<file path="src/logic/eesa_pkg.sv">
// package: frame layout, commands, states and timing for the eeprom serial access block
package eesa_pkg;

	// ****************************************
	// frame layout
	// ****************************************
	localparam int FRAME_BITS   = 16;
	localparam int CNT_W        = 5;
	localparam int POS_PARITY   = 15;
	localparam int POS_FAULT    = 14;
	localparam int POS_DONE     = 13;
	localparam int POS_CMD_LO   = 11;
	localparam int CMD_W        = 2;
	localparam int POS_DATA_LO  = 4;
	localparam int DATA_W       = 7;
	localparam int POS_ADDR_LO  = 0;
	localparam int ADDR_W       = 3;
	localparam int NVM_DEPTH    = 8;
	localparam logic [4:0]        FRAME_COUNT = 5'h10;
	localparam logic [4:0]        COUNT_MAX   = 5'h1f;
	localparam logic [DATA_W-1:0] ERASED_DATA = 7'h7f;

	// ****************************************
	// commands and states
	// ****************************************
	typedef enum logic [1:0] {
		NVM_FETCH_CMD       = 2'b00,
		NVM_PROGRAM_CMD     = 2'b01,
		READBACK_FIRST_CMD  = 2'b10,
		READBACK_SECOND_CMD = 2'b11
	} eesa_cmd_t;

	typedef enum logic [1:0] {
		NVM_IDLE    = 2'b00,
		NVM_FETCH   = 2'b01,
		NVM_PROGRAM = 2'b10
	} eesa_nvm_state_t;

	// ****************************************
	// timing
	// ****************************************
	localparam int TIMER_W        = 20;
	localparam int CLK_PERIOD_NS  = 50;
	localparam int T_FETCH_NS     = 20000;
	localparam int T_PROGRAM_US   = 5000;
	localparam int FETCH_CYCLES   = (T_FETCH_NS + CLK_PERIOD_NS - 1) / CLK_PERIOD_NS;
	localparam int PROGRAM_CYCLES = (T_PROGRAM_US * 1000 + CLK_PERIOD_NS - 1) / CLK_PERIOD_NS;

endpackage

</file>
<file path="src/logic/eesa_serial_access.sv">
// top: serial frame receiver, command check, reply builder and nvm sequencing
`timescale 1ns/1ps

// Operation
// - after a good fetch frame, frame select rising starts the byte fetch.
// - fetched byte goes into the very next reply frame if that frame starts after the full fetch time.
// - after a good program frame, frame select rising starts storing the data.
// - programming completes only if select stays high the full program time.
// - first reply after a program echoes the data used; host compares.
// - first readback command returns the stored byte two frames after writing.
// - second readback command returns the stored byte three frames after writing.
// - command codes: fetch 00, program 01, readback first 10, second 11.
// - done flag clears when an action starts and sets when it finishes.
// - bad parity or clock count not sixteen flags a fault, command skipped.
module eesa_serial_access
	import eesa_pkg::*;
#(
	parameter int PROG_CYCLES = PROGRAM_CYCLES
) (
	input  wire logic clock,
	input  wire logic rst_n,
	input  wire logic frame_select_n,
	input  wire logic sclk,
	input  wire logic mosi,
	output logic      miso,
	output logic      link_fault_flag,
	output logic      nvm_done_flag
);
	import eesa_pkg::*;

	function automatic logic odd_ok(input logic [FRAME_BITS-1:0] w);
		return ^w;
	endfunction

	// ****************************************
	// pin synchronisers
	// ****************************************
	// edges are found only after the second flop, so a metastable sample never reaches the shifter
	logic [1:0] selSync_reg;
	logic [1:0] sclkSync_reg;
	logic [1:0] mosiSync_reg;
	logic       selLast_reg;
	logic       sclkLast_reg;

	always_ff @(posedge clock or negedge rst_n) begin
		if (!rst_n) begin
			selSync_reg  <= 2'h3;
			sclkSync_reg <= 2'h0;
			mosiSync_reg <= 2'h0;
			selLast_reg  <= 1'b1;
			sclkLast_reg <= 1'b0;
		end else begin
			selSync_reg  <= {selSync_reg[0], frame_select_n};
			sclkSync_reg <= {sclkSync_reg[0], sclk};
			mosiSync_reg <= {mosiSync_reg[0], mosi};
			selLast_reg  <= selSync_reg[1];
			sclkLast_reg <= sclkSync_reg[1];
		end
	end

	logic selActive;
	logic selFall;
	logic selRise;
	logic sclkRise;
	logic sclkFall;

	assign selActive = !selSync_reg[1];
	assign selFall   = selLast_reg && !selSync_reg[1];
	assign selRise   = !selLast_reg && selSync_reg[1];
	assign sclkRise  = selActive && !sclkLast_reg && sclkSync_reg[1];
	assign sclkFall  = selActive && sclkLast_reg && !sclkSync_reg[1];

	// ****************************************
	// request shifter and clock counter
	// ****************************************
	logic [FRAME_BITS-1:0] rxShift_reg;
	logic [CNT_W-1:0]      bitCount_reg;

	always_ff @(posedge clock or negedge rst_n) begin
		if (!rst_n) begin
			rxShift_reg  <= '0;
			bitCount_reg <= '0;
		end else if (selFall) begin
			bitCount_reg <= '0;
		end else if (sclkRise) begin
			// a long frame keeps only its last sixteen bits, but its count still fails
			rxShift_reg <= {rxShift_reg[FRAME_BITS-2:0], mosiSync_reg[1]};
			// saturate so a long frame cannot wrap back to a legal count
			if (bitCount_reg != COUNT_MAX) begin
				bitCount_reg <= bitCount_reg + 1'b1;
			end
		end
	end

	logic                frameGood;
	eesa_cmd_t           rxCmd;
	logic [DATA_W-1:0]   rxData;
	logic [ADDR_W-1:0]   rxAddr;

	assign frameGood = (bitCount_reg == FRAME_COUNT) && odd_ok(rxShift_reg);
	assign rxCmd     = eesa_cmd_t'(rxShift_reg[POS_CMD_LO +: CMD_W]);
	assign rxData    = rxShift_reg[POS_DATA_LO +: DATA_W];
	assign rxAddr    = rxShift_reg[POS_ADDR_LO +: ADDR_W];

	// ****************************************
	// command acceptance at frame end
	// ****************************************
	logic              nvmStart;
	logic              nvmProgram;
	logic              nvmDone;
	logic [DATA_W-1:0] nvmData;
	eesa_cmd_t         lastCmd_reg;
	logic [ADDR_W-1:0] lastAddr_reg;
	logic [DATA_W-1:0] echoData_reg;
	logic              echoWrite_reg;

	assign nvmStart   = selRise && frameGood;
	// readback commands are fetches of the cell at the frame's address
	assign nvmProgram = (rxCmd == NVM_PROGRAM_CMD);

	// ****************************************
	// fault flag: judged at every frame end
	// ****************************************
	always_ff @(posedge clock or negedge rst_n) begin
		if (!rst_n) begin
			link_fault_flag <= 1'b0;
		end else if (selRise) begin
			link_fault_flag <= !frameGood;
		end
	end

	// ****************************************
	// echo fields: a bad frame keeps the last good command, address and data
	// ****************************************
	always_ff @(posedge clock or negedge rst_n) begin
		if (!rst_n) begin
			lastCmd_reg   <= NVM_FETCH_CMD;
			lastAddr_reg  <= '0;
			echoData_reg  <= '0;
			echoWrite_reg <= 1'b0;
		end else if (nvmStart) begin
			lastCmd_reg   <= rxCmd;
			lastAddr_reg  <= rxAddr;
			echoData_reg  <= rxData;
			echoWrite_reg <= nvmProgram;
		end
	end

	// ****************************************
	// completion flag
	// ****************************************
	// start and completion cannot meet: a select fall always aborts the action first
	always_ff @(posedge clock or negedge rst_n) begin
		if (!rst_n) begin
			nvm_done_flag <= 1'b1;
		end else if (nvmStart) begin
			nvm_done_flag <= 1'b0;
		end else if (nvmDone) begin
			nvm_done_flag <= 1'b1;
		end
	end

	// ****************************************
	// nvm sequencer
	// ****************************************
	// the select fall doubles as abort: a new frame before the timer ends leaves the cell untouched
	eesa_nvm #(
		.PROG_CYCLES (PROG_CYCLES)
	) u_nvm (
		.clock     (clock),
		.rst_n     (rst_n),
		.start     (nvmStart),
		.writeMode (nvmProgram),
		.abort     (selFall),
		.addr      (rxAddr),
		.wdata     (rxData),
		.rdata     (nvmData),
		.done      (nvmDone)
	);

	// ****************************************
	// reply builder and shifter
	// ****************************************
	logic [FRAME_BITS-1:0] reply;
	logic [FRAME_BITS-1:0] replyBody;
	logic [FRAME_BITS-1:0] txShift_reg;

	always_comb begin
		replyBody = '0;
		replyBody[POS_FAULT]                = link_fault_flag;
		replyBody[POS_DONE]                 = nvm_done_flag;
		replyBody[POS_CMD_LO +: CMD_W]      = lastCmd_reg;
		// program echoes the data it used; fetch and readbacks give the stored byte
		replyBody[POS_DATA_LO +: DATA_W]    = echoWrite_reg ? echoData_reg : nvmData;
		replyBody[POS_ADDR_LO +: ADDR_W]    = lastAddr_reg;
		reply                               = replyBody;
		reply[POS_PARITY]                   = !(^replyBody);
	end

	// reply is frozen at the select fall, so flag changes during a frame show only in the next one
	always_ff @(posedge clock or negedge rst_n) begin
		if (!rst_n) begin
			txShift_reg <= '0;
			miso        <= 1'b0;
		end else if (selFall) begin
			txShift_reg <= reply;
			miso        <= reply[FRAME_BITS-1];
		end else if (sclkFall) begin
			txShift_reg <= {txShift_reg[FRAME_BITS-2:0], 1'b0};
			miso        <= txShift_reg[FRAME_BITS-2];
		end
	end

endmodule

</file>
<file path="src/logic/eesa_nvm.sv">
// nonvolatile byte array with timed fetch and program actions
`timescale 1ns/1ps
module eesa_nvm
	import eesa_pkg::*;
#(
	parameter int PROG_CYCLES = PROGRAM_CYCLES
) (
	input  wire logic                    clock,
	input  wire logic                    rst_n,
	input  wire logic                    start,
	input  wire logic                    writeMode,
	input  wire logic                    abort,
	input  wire logic [ADDR_W-1:0]       addr,
	input  wire logic [DATA_W-1:0]       wdata,
	output logic      [DATA_W-1:0]       rdata,
	output logic                         done
);
	import eesa_pkg::*;

	logic [DATA_W-1:0]  mem [NVM_DEPTH];
	eesa_nvm_state_t    state_reg;
	logic [TIMER_W-1:0] timer_reg;
	logic [ADDR_W-1:0]  addr_reg;
	logic [DATA_W-1:0]  wdata_reg;
	logic               expire;

	assign expire = (timer_reg == '0);

	// ****************************************
	// action sequencer
	// ****************************************
	always_ff @(posedge clock or negedge rst_n) begin
		if (!rst_n) begin
			state_reg <= NVM_IDLE;
			timer_reg <= '0;
			addr_reg  <= '0;
			wdata_reg <= '0;
			done      <= 1'b0;
		end else begin
			done <= 1'b0;
			if (start) begin
				addr_reg  <= addr;
				wdata_reg <= wdata;
				state_reg <= writeMode ? NVM_PROGRAM : NVM_FETCH;
				timer_reg <= writeMode ? TIMER_W'(PROG_CYCLES - 1) : TIMER_W'(FETCH_CYCLES - 1);
			end else begin
				case (state_reg)
					NVM_IDLE: begin
						state_reg <= NVM_IDLE;
					end
					NVM_FETCH, NVM_PROGRAM: begin
						// a new frame cuts the action short; no completion then
						if (abort) begin
							state_reg <= NVM_IDLE;
						end else if (expire) begin
							state_reg <= NVM_IDLE;
							done      <= 1'b1;
						end else begin
							timer_reg <= timer_reg - 1'b1;
						end
					end
					default: begin
						state_reg <= NVM_IDLE;
					end
				endcase
			end
		end
	end

	// ****************************************
	// storage: the cell changes only at the end of a full program time
	// ****************************************
	always_ff @(posedge clock or negedge rst_n) begin
		if (!rst_n) begin
			for (int i = 0; i < NVM_DEPTH; i++) begin
				mem[i] <= ERASED_DATA;
			end
			rdata <= '0;
		end else if (!start && !abort && expire) begin
			if (state_reg == NVM_PROGRAM) begin
				mem[addr_reg] <= wdata_reg;
				rdata         <= wdata_reg;
			end else if (state_reg == NVM_FETCH) begin
				rdata <= mem[addr_reg];
			end
		end
	end

endmodule

</file>
<file path="config.mk">
export PLATFORM = sky130hd
export DESIGN_NAME = eesa_serial_access
export DESIGN_NICKNAME = d
export VERILOG_FILES = /design/src/logic/eesa_pkg.sv /design/src/logic/eesa_serial_access.sv /design/src/logic/eesa_nvm.sv
export SDC_FILE = /design/constraint.sdc
export NUM_CORES = 1
export LEC_CHECK = 0
export BUFFER_PORTS_ARGS = -buffer_cell sky130_fd_sc_hd__buf_2
export CAP_MARGIN = 15
export CORE_MARGIN = 2
export CORE_UTILIZATION = 30
export DETAILED_ROUTE_END_ITERATION = 10
export PLACE_DENSITY_LB_ADDON = 0.2
export SETUP_SLACK_MARGIN = 0.5
export SLEW_MARGIN = 15
export SYNTH_ARGS = -nofsm -noshare
export SYNTH_HDL_FRONTEND = slang
export SYNTH_SLANG_ARGS = --single-unit
</file>
<file path="constraint.sdc">
create_clock -name clock -period 4.19 [get_ports clock]
set_input_delay 0.2095 -clock clock [delete_from_list [all_inputs] [get_ports clock]]
set_output_delay 0.2095 -clock clock [all_outputs]
set_load 0.005 [all_outputs]
</file>
==> results.toml, run 1 <==
[outcome]
status = "finished clean"

[pwr]
pwr-share-seq_pct = 44.0
power-per-cell-area_mw_per_mm2 = 419
power.share.switching_pct = 26.2
p_int_uw = 2510
comb_power_share_pct = 11.0
ir_worst_vdd_v = 0.000267
p_leak_uw = 0.00325
switchingPower_uw = 891
total_power_uw = 3400
clkPwrFrac_pct = 45.1

[timing]
slew_headroom_pct = 30.6
tightest_slew_ns = 1.04
slew_viol_final = 0
finalHoldViolations = 0
fin_crit_sh_pct = 67.1
clock_skew_ns = 0.0129
setup_tns_ns = 0
rsz0062_at_grt = "false"
period_minus_slack_ns = 2.81
finalSetupViolCount = 0
max_freq_mhz = 356

[clock_tree]
htreeDepth = 4
cts.clk_slew.worst_paths_ns = 0.06
cts-buffers-inserted = 17
post_cts_buffers = 0
root_buffer = "clkbuf_16"
clock_sinks = 146
clk_latency_ns = 0.42
cts_tree = "yes"
clk_path_buf_depth = 2

[floorplan]
die_area_mm2 = 0.0250
fp.dieH_um = 158
start_util_pct = 30.4
ioPinCount = 8
core-area_mm2 = 0.0234
fp.dieW_um = 158
rows = 56

[cells_and_area]
drive_above_1_share_pct = 28.3
fin_nets = 615
largest_reg_flops = 56
n_fill_cell = 2332
area_delta_synth_final_pct = 14.1
n_antenna_cell = 0

[worst_setup_path]
crit-reg2reg-launch = "rxShift_reg[7]"
worstSetupStartpointType = "flop"
rr_worst_depth = 7
crit_path_end = "u_nvm.wdata_reg[0]"
worstPathArrival_ns = 3.12
r2r_slack_ns = 1.38
worst_ep_required_time_ns = 4.50
reg2reg_to = "u_nvm.wdata_reg[0]"
crit_fanout = 23
crit_type = "reg -> reg"
critPathCaptureType = "flop"
critPathLaunch = "rxShift_reg[7]"

[logic_synthesis]
yosysMostFrequentCell = "dfrtp_1"
synth-async-reset-ratio_pct = 100
synth.top_cell.area_share_pct = 30.2
synth_flop_cell = "dfrtp_1"
synth_edf_count = 0
yosysWarnings = 0
ys_types = 63
netlist_instances = 598
ys_top_cells_by_area = "dfrtp_1 30%, dfstp_2 22%, mux2_2 5.7%, a22o_1 3.6%, xnor2_1 3.6%"
ys_top_cells_by_count = "86 x dfrtp_1, 60 x dfstp_2, 49 x nor2_1"
yosys.area.top_type = "dfrtp_1"
avgSynthCellArea_um2 = 11.9
synth_area_mm2 = 0.00712
ys_seq_area_share_pct = 52.4
ys_ff_latch = 146
syn_nets = 608

[routing]
via_per_inst = 4.98
dr.pass1.iters = 4
antenna_left = 0
drt_iter0_markers = 318
via_count = 4663
drc = 0
wl_per_cell_um = 17.6
wl_mm = 16.5

[place]
dp_hpwl_mm = 10.9
io_buffers = 7
gp_congestion = 0.782

[global_routing]
grt_pass1_vias = 4845
grt_max_degree = 114
gr-total-overflow = 0
antenna_found_initial = 0
grt_pass1_wl_mm = 27.2
grt_usage_pct = 14.3

[hold_path]
hold_path.class = "reg -> reg"

[run]
cap_violations = 0
==> final cells by class <==
| class | count | area (µm²) | area share [%] |
|---|---|---|---|
| Multi-Input combinational cell | 407 | 3190 | 39.3 |
| Sequential cell | 146 | 3730 | 45.9 |
| Inverter | 13 | 48.8 | 0.601 |
| Clock buffer | 23 | 510 | 6.29 |
| Tap cell | 319 | 399 | 4.92 |
| Timing Repair Buffer | 20 | 149 | 1.83 |
| Clock inverter | 9 | 91.3 | 1.12 |
==> cells in the final DEF, fill, tap and decap left out, types with 6 or more instances in the layout <==
cell / Yosys / routed
dfrtp_1: 86 / 86
inv_1: 12 / 12
o2111ai_2: 7 / 7
nand2_1: 30 / 30
o2bb2ai_1: 28 / 28
mux2_2: 36 / 36
a211oi_1: 11 / 11
nor3_1: 7 / 7
xor2_1: 19 / 19
o21ai_0: 12 / 12
buf_4: 3 / 9
buf_2: 12 / 6
nor2_1: 49 / 49
mux4_2: 6 / 6
mux2i_1: 20 / 20
nor2b_1: 16 / 16
xnor2_1: 29 / 28
a22o_1: 29 / 29
dfstp_2: 60 / 60
a21oi_1: 23 / 23
nand3_1: 13 / 13
o211ai_1: 6 / 6
clkbuf_16: 0 / 19
==> metal layers <==
layer	routed length [µm]	track usage [%]
met1	7950	19.4
met2	7940	22.5
met3	326	2.49
met5	0	0
met4	295	6.01
==> power groups by stage <==
stage	clock network, µW	logic, µW	registers [µW]
floorplan	0	284	1510
detailed placement	0	371	1520
finish	1530	373	1500
global route	1640	408	1500
global placement	0	358	1520
CTS	1570	376	1500
==> critical path, cell delays in order, from the launching register on <==
cell	delay, ns
dfrtp_1	0.41
xor2_1	0.18
xnor2_1	0.14
xnor2_1	0.27
xnor2_2	0.15
buf_4	0.31
or2_1	0.81
mux2_2	0.42
==> repair_timing <==
action                    in CTS  in global routing
gates resized for setup        0                  0
hold endpoints to repair      35                  0
hold buffers                   4                  0
==> cells by family after synthesis <==
kind of cell | count (synthesis) | share of synthesized area [%]
XOR/XNOR | 48 | 5.91
AND/OR/NAND/NOR | 148 | 10.9
multiplexers | 67 | 11.5
AO/OA/AOI/OAI | 139 | 15.5
buffers and inverters | 45 | 2.95
adder cells (fa/ha/maj) | 5 | 0.879
flip-flops | 146 | 52.4
==> how the worst min path moves through the flow <==
stage                     from         endpoint  slack (ns)  cells after the start
2_1_floorplan            rst_n  bitCount_reg[0]       -0.09                      0
3_3_place_gp    frame_select_n   selSync_reg[0]        0.32                      1
3_5_place_dp    frame_select_n   selSync_reg[0]        0.32                      1
4_1_cts        mosiSync_reg[0]  mosiSync_reg[1]        0.35                      0
5_1_grt         selSync_reg[0]   selSync_reg[1]        0.36                      0
6_report       mosiSync_reg[0]  mosiSync_reg[1]        0.35                      0
==> through the flow <==
stage	cell area (µm²)	util [%]	setup WS, ns	hold WS, ns	cells
2_1_floorplan	7120	-	2.09	-0.0861	598
3_3_place_gp	7480	32.0	1.39	0.316	901
4_1_cts	8120	34.7	1.34	0.350	937
5_1_grt	8120	34.7	1.10	0.359	937
6_report	8120	34.7	1.38	0.349	937
3_5_place_dp	7480	32.0	1.36	0.317	901
(Power assumes the default switching activity.)
==> inputs of run 2 (changes only) <==
- ABC_AREA: unset -> 1
- clock period: 4.19 -> 2.3 ns (I/O delays scaled with it)
==> run 2 against run 1 <==
  * Synthesized area rose by 3.2%
  * Global-route usage increased by 1.4 points
  * Wire length increased by 18%
  * Synthesized cell count is 60% higher
  * Critical path depth increased by 4
  * Maximum frequency is 45% higher
  * Count of clock-buffer cells in the layout down 1
  * Via count is 36% higher
  * Total power rose by 120%
  * Clock power is 88% higher
  * Sequential share of layout area decreased by 6.5 points
  * Largest power group is now registers
==> results.toml, run 2 <==
[routing]
via_count = 6344
wl_per_cell_um = 14.2
wl_mm = 19.5
drt_iter0_markers = 359
dr.pass1.iters = 7
antenna_left = 0
drc = 0
via_per_inst = 4.60

[pwr]
p_leak_uw = 0.00443
ir_worst_vdd_v = 0.000344
total_power_uw = 7470
power-per-cell-area_mw_per_mm2 = 789

[run]
cap_violations = 0

[timing]
clock_skew_ns = 0.00901
slew_headroom_pct = 62.2
rsz0062_at_grt = "true"
slew_viol_final = 0
fin_crit_sh_pct = 84.5
setup_tns_ns = 0
period_minus_slack_ns = 1.94
tightest_slew_ns = 0.567
max_freq_mhz = 515
finalSetupViolCount = 0
finalHoldViolations = 0

[logic_synthesis]
synth_edf_count = 0
ys_types = 41
synth_flop_cell = "dfrtp_1"
yosysMostFrequentCell = "nand2_1"
synth.top_cell.area_share_pct = 29.3
ys_top_cells_by_count = "449 x nand2_1, 86 x dfrtp_1, 79 x inv_1"
ys_seq_area_share_pct = 50.8
synth-async-reset-ratio_pct = 100
yosysWarnings = 0
netlist_instances = 956
synth_area_mm2 = 0.00734
ys_top_cells_by_area = "dfrtp_1 29%, nand2_1 23%, dfstp_2 21%, inv_1 4.0%, o21ai_0 4.0%"
avgSynthCellArea_um2 = 7.68
ys_ff_latch = 146
syn_nets = 966
yosys.area.top_type = "dfrtp_1"

[worst_setup_path]
worstPathArrival_ns = 2.31
crit_fanout = 7
worstSetupStartpointType = "flop"
critPathCaptureType = "flop"
crit_type = "reg -> reg"
worst_ep_required_time_ns = 2.66

[clock_tree]
clock_sinks = 146
cts_tree = "yes"
clk_latency_ns = 0.42
cts-buffers-inserted = 17
htreeDepth = 4
cts.clk_slew.worst_paths_ns = 0.06
clk_path_buf_depth = 2
root_buffer = "clkbuf_16"

[cells_and_area]
fin_nets = 1051
final_common_cell = "nand2_1"
largest_reg_flops = 56
layout_common_cells = "420 x nand2_1, 81 x dfrtp_1, 60 x dfstp_2"
area_delta_synth_final_pct = 28.9
n_antenna_cell = 0
final_cell_area_mm2 = 0.00947
drive_above_1_share_pct = 27.6
n_fill_cell = 2456

[global_routing]
grt_usage_pct = 15.7
grtUsageMet1_pct = 22.0
met2_usage_pct = 24.4
use_met3_pct = 3.10
grt_pass1_vias = 6040
grt_pass1_wl_mm = 31.9
antenna_found_initial = 0
gr-total-overflow = 0
grt_max_degree = 55
busiest_layer = "met2"

[floorplan]
rows = 57
die_area_mm2 = 0.0257
start_util_pct = 30.4
fp.dieH_um = 160
ioPinCount = 8
fp.dieW_um = 160
core-area_mm2 = 0.0242

[place]
io_buffers = 7
gp_congestion = 0.810
dp_hpwl_mm = 13.3
place_area_mm2 = 0.00797

[outcome]
status = "finished clean"

[hold_path]
hold_path.class = "in -> async"
## run 2: cell count changes after synthesis, sizes merged, moves of 13 or more
cell	change
nand2	+419
o21ai	+47
a22o	-27
inv	+71
nor2b	-16
xnor2	-23
o2bb2ai	-28
nand3	+22
nor2	+16
mux2i	-20
nand4	+13
mux2	-41
## run 2: cell type report
| type | count | area (µm²) | share of cell area (%) |
|---|---|---|---|
| Inverter | 84 | 330 | 3.49 |
| Timing Repair Buffer | 90 | 862 | 9.10 |
| Clock inverter | 10 | 130 | 1.37 |
| Multi-Input combinational cell | 702 | 3520 | 37.2 |
| Sequential cell | 146 | 3730 | 39.4 |
| Clock buffer | 22 | 484 | 5.11 |
| Tap cell | 324 | 405 | 4.28 |
## run 2: timing repair
| action | 4_1_cts | 5_1_grt |
|---|---|---|
| buffers inserted | 22 | 22 |
| setup endpoints to repair | 104 | 108 |
| pin swaps | 12 | 41 |
| resized for setup | 37 | 124 |
| endpoints found under the hold margin | 23 | 0 |
| gates cloned | 0 | 3 |
| hold buffers | 4 | 0 |
## run 2: worst paths after layout
kind,start,to,slack [ns],cells after the start
max in group asynchronous,rst_n,u_nvm.mem[12],1.32,3
min in group clock,frame_select_n,selSync_reg[0],0.33,2
hold / removal,rst_n,u_nvm.timer_reg[2],0.23,2
hold reg to reg,selSync_reg[0],selSync_reg[1],0.35,0
setup reg to reg,u_nvm.timer_reg[13],u_nvm.mem[29],0.36,11
setup / recovery,u_nvm.timer_reg[13],u_nvm.mem[29],0.36,11
## run 2: cells by family after synthesis
logic type	after synthesis	synth area share (%)
AOI/OAI and AO/OA	107	8.48
xor gates and xnor gates	14	1.67
adders and majority gates	5	0.852
buffers and inverters	108	5.76
DFF	146	50.8
and+or+nand+nor	576	32.5
## run 2: per-stage QoR
| step | utilization (%) | instances | worst slack [ns] | hold WS, ns |
|---|---|---|---|---|
| 2_1_floorplan | - | 956 | 0.398 | -0.181 |
| 3_3_place_gp | 32.9 | 1295 | 0.0985 | 0.130 |
| 3_5_place_dp | 32.9 | 1295 | 0.0244 | 0.125 |
| 4_1_cts | 36.8 | 1353 | 0.319 | 0.233 |
| 5_1_grt | 39.2 | 1378 | 0.215 | 0.260 |
| 6_report | 39.2 | 1378 | 0.356 | 0.227 |
## run 2: per-layer routing
| metal | wire (µm) | vias to the layer above |
|---|---|---|
| li1 | - | 3203 |
| met1 | 9590 | 3017 |
| met3 | 661 | 21 |
| met4 | 301 | 0 |
| met2 | 8980 | 103 |
| met5 | 0 | - |
## run 2: report_power, final
part           switching (µW)  leakage [µW]  internal (µW)
combinational             960       0.00237            600
clock                    1070      0.000302           1810
sequential                238       0.00176           2790
## run 2: worst max-delay path: stages, from the launching register on
cell and delay (ns):
dfrtp_1 0.41, nor2_2 0.17, nand2_1 0.10, nor2_2 0.15, nand4_4 0.13, nor3_4 0.16, buf_12 0.14, nand3_4 0.09
buf_12 0.18, nor2_4 0.19, nand2_1 0.08, nand2_1 0.08
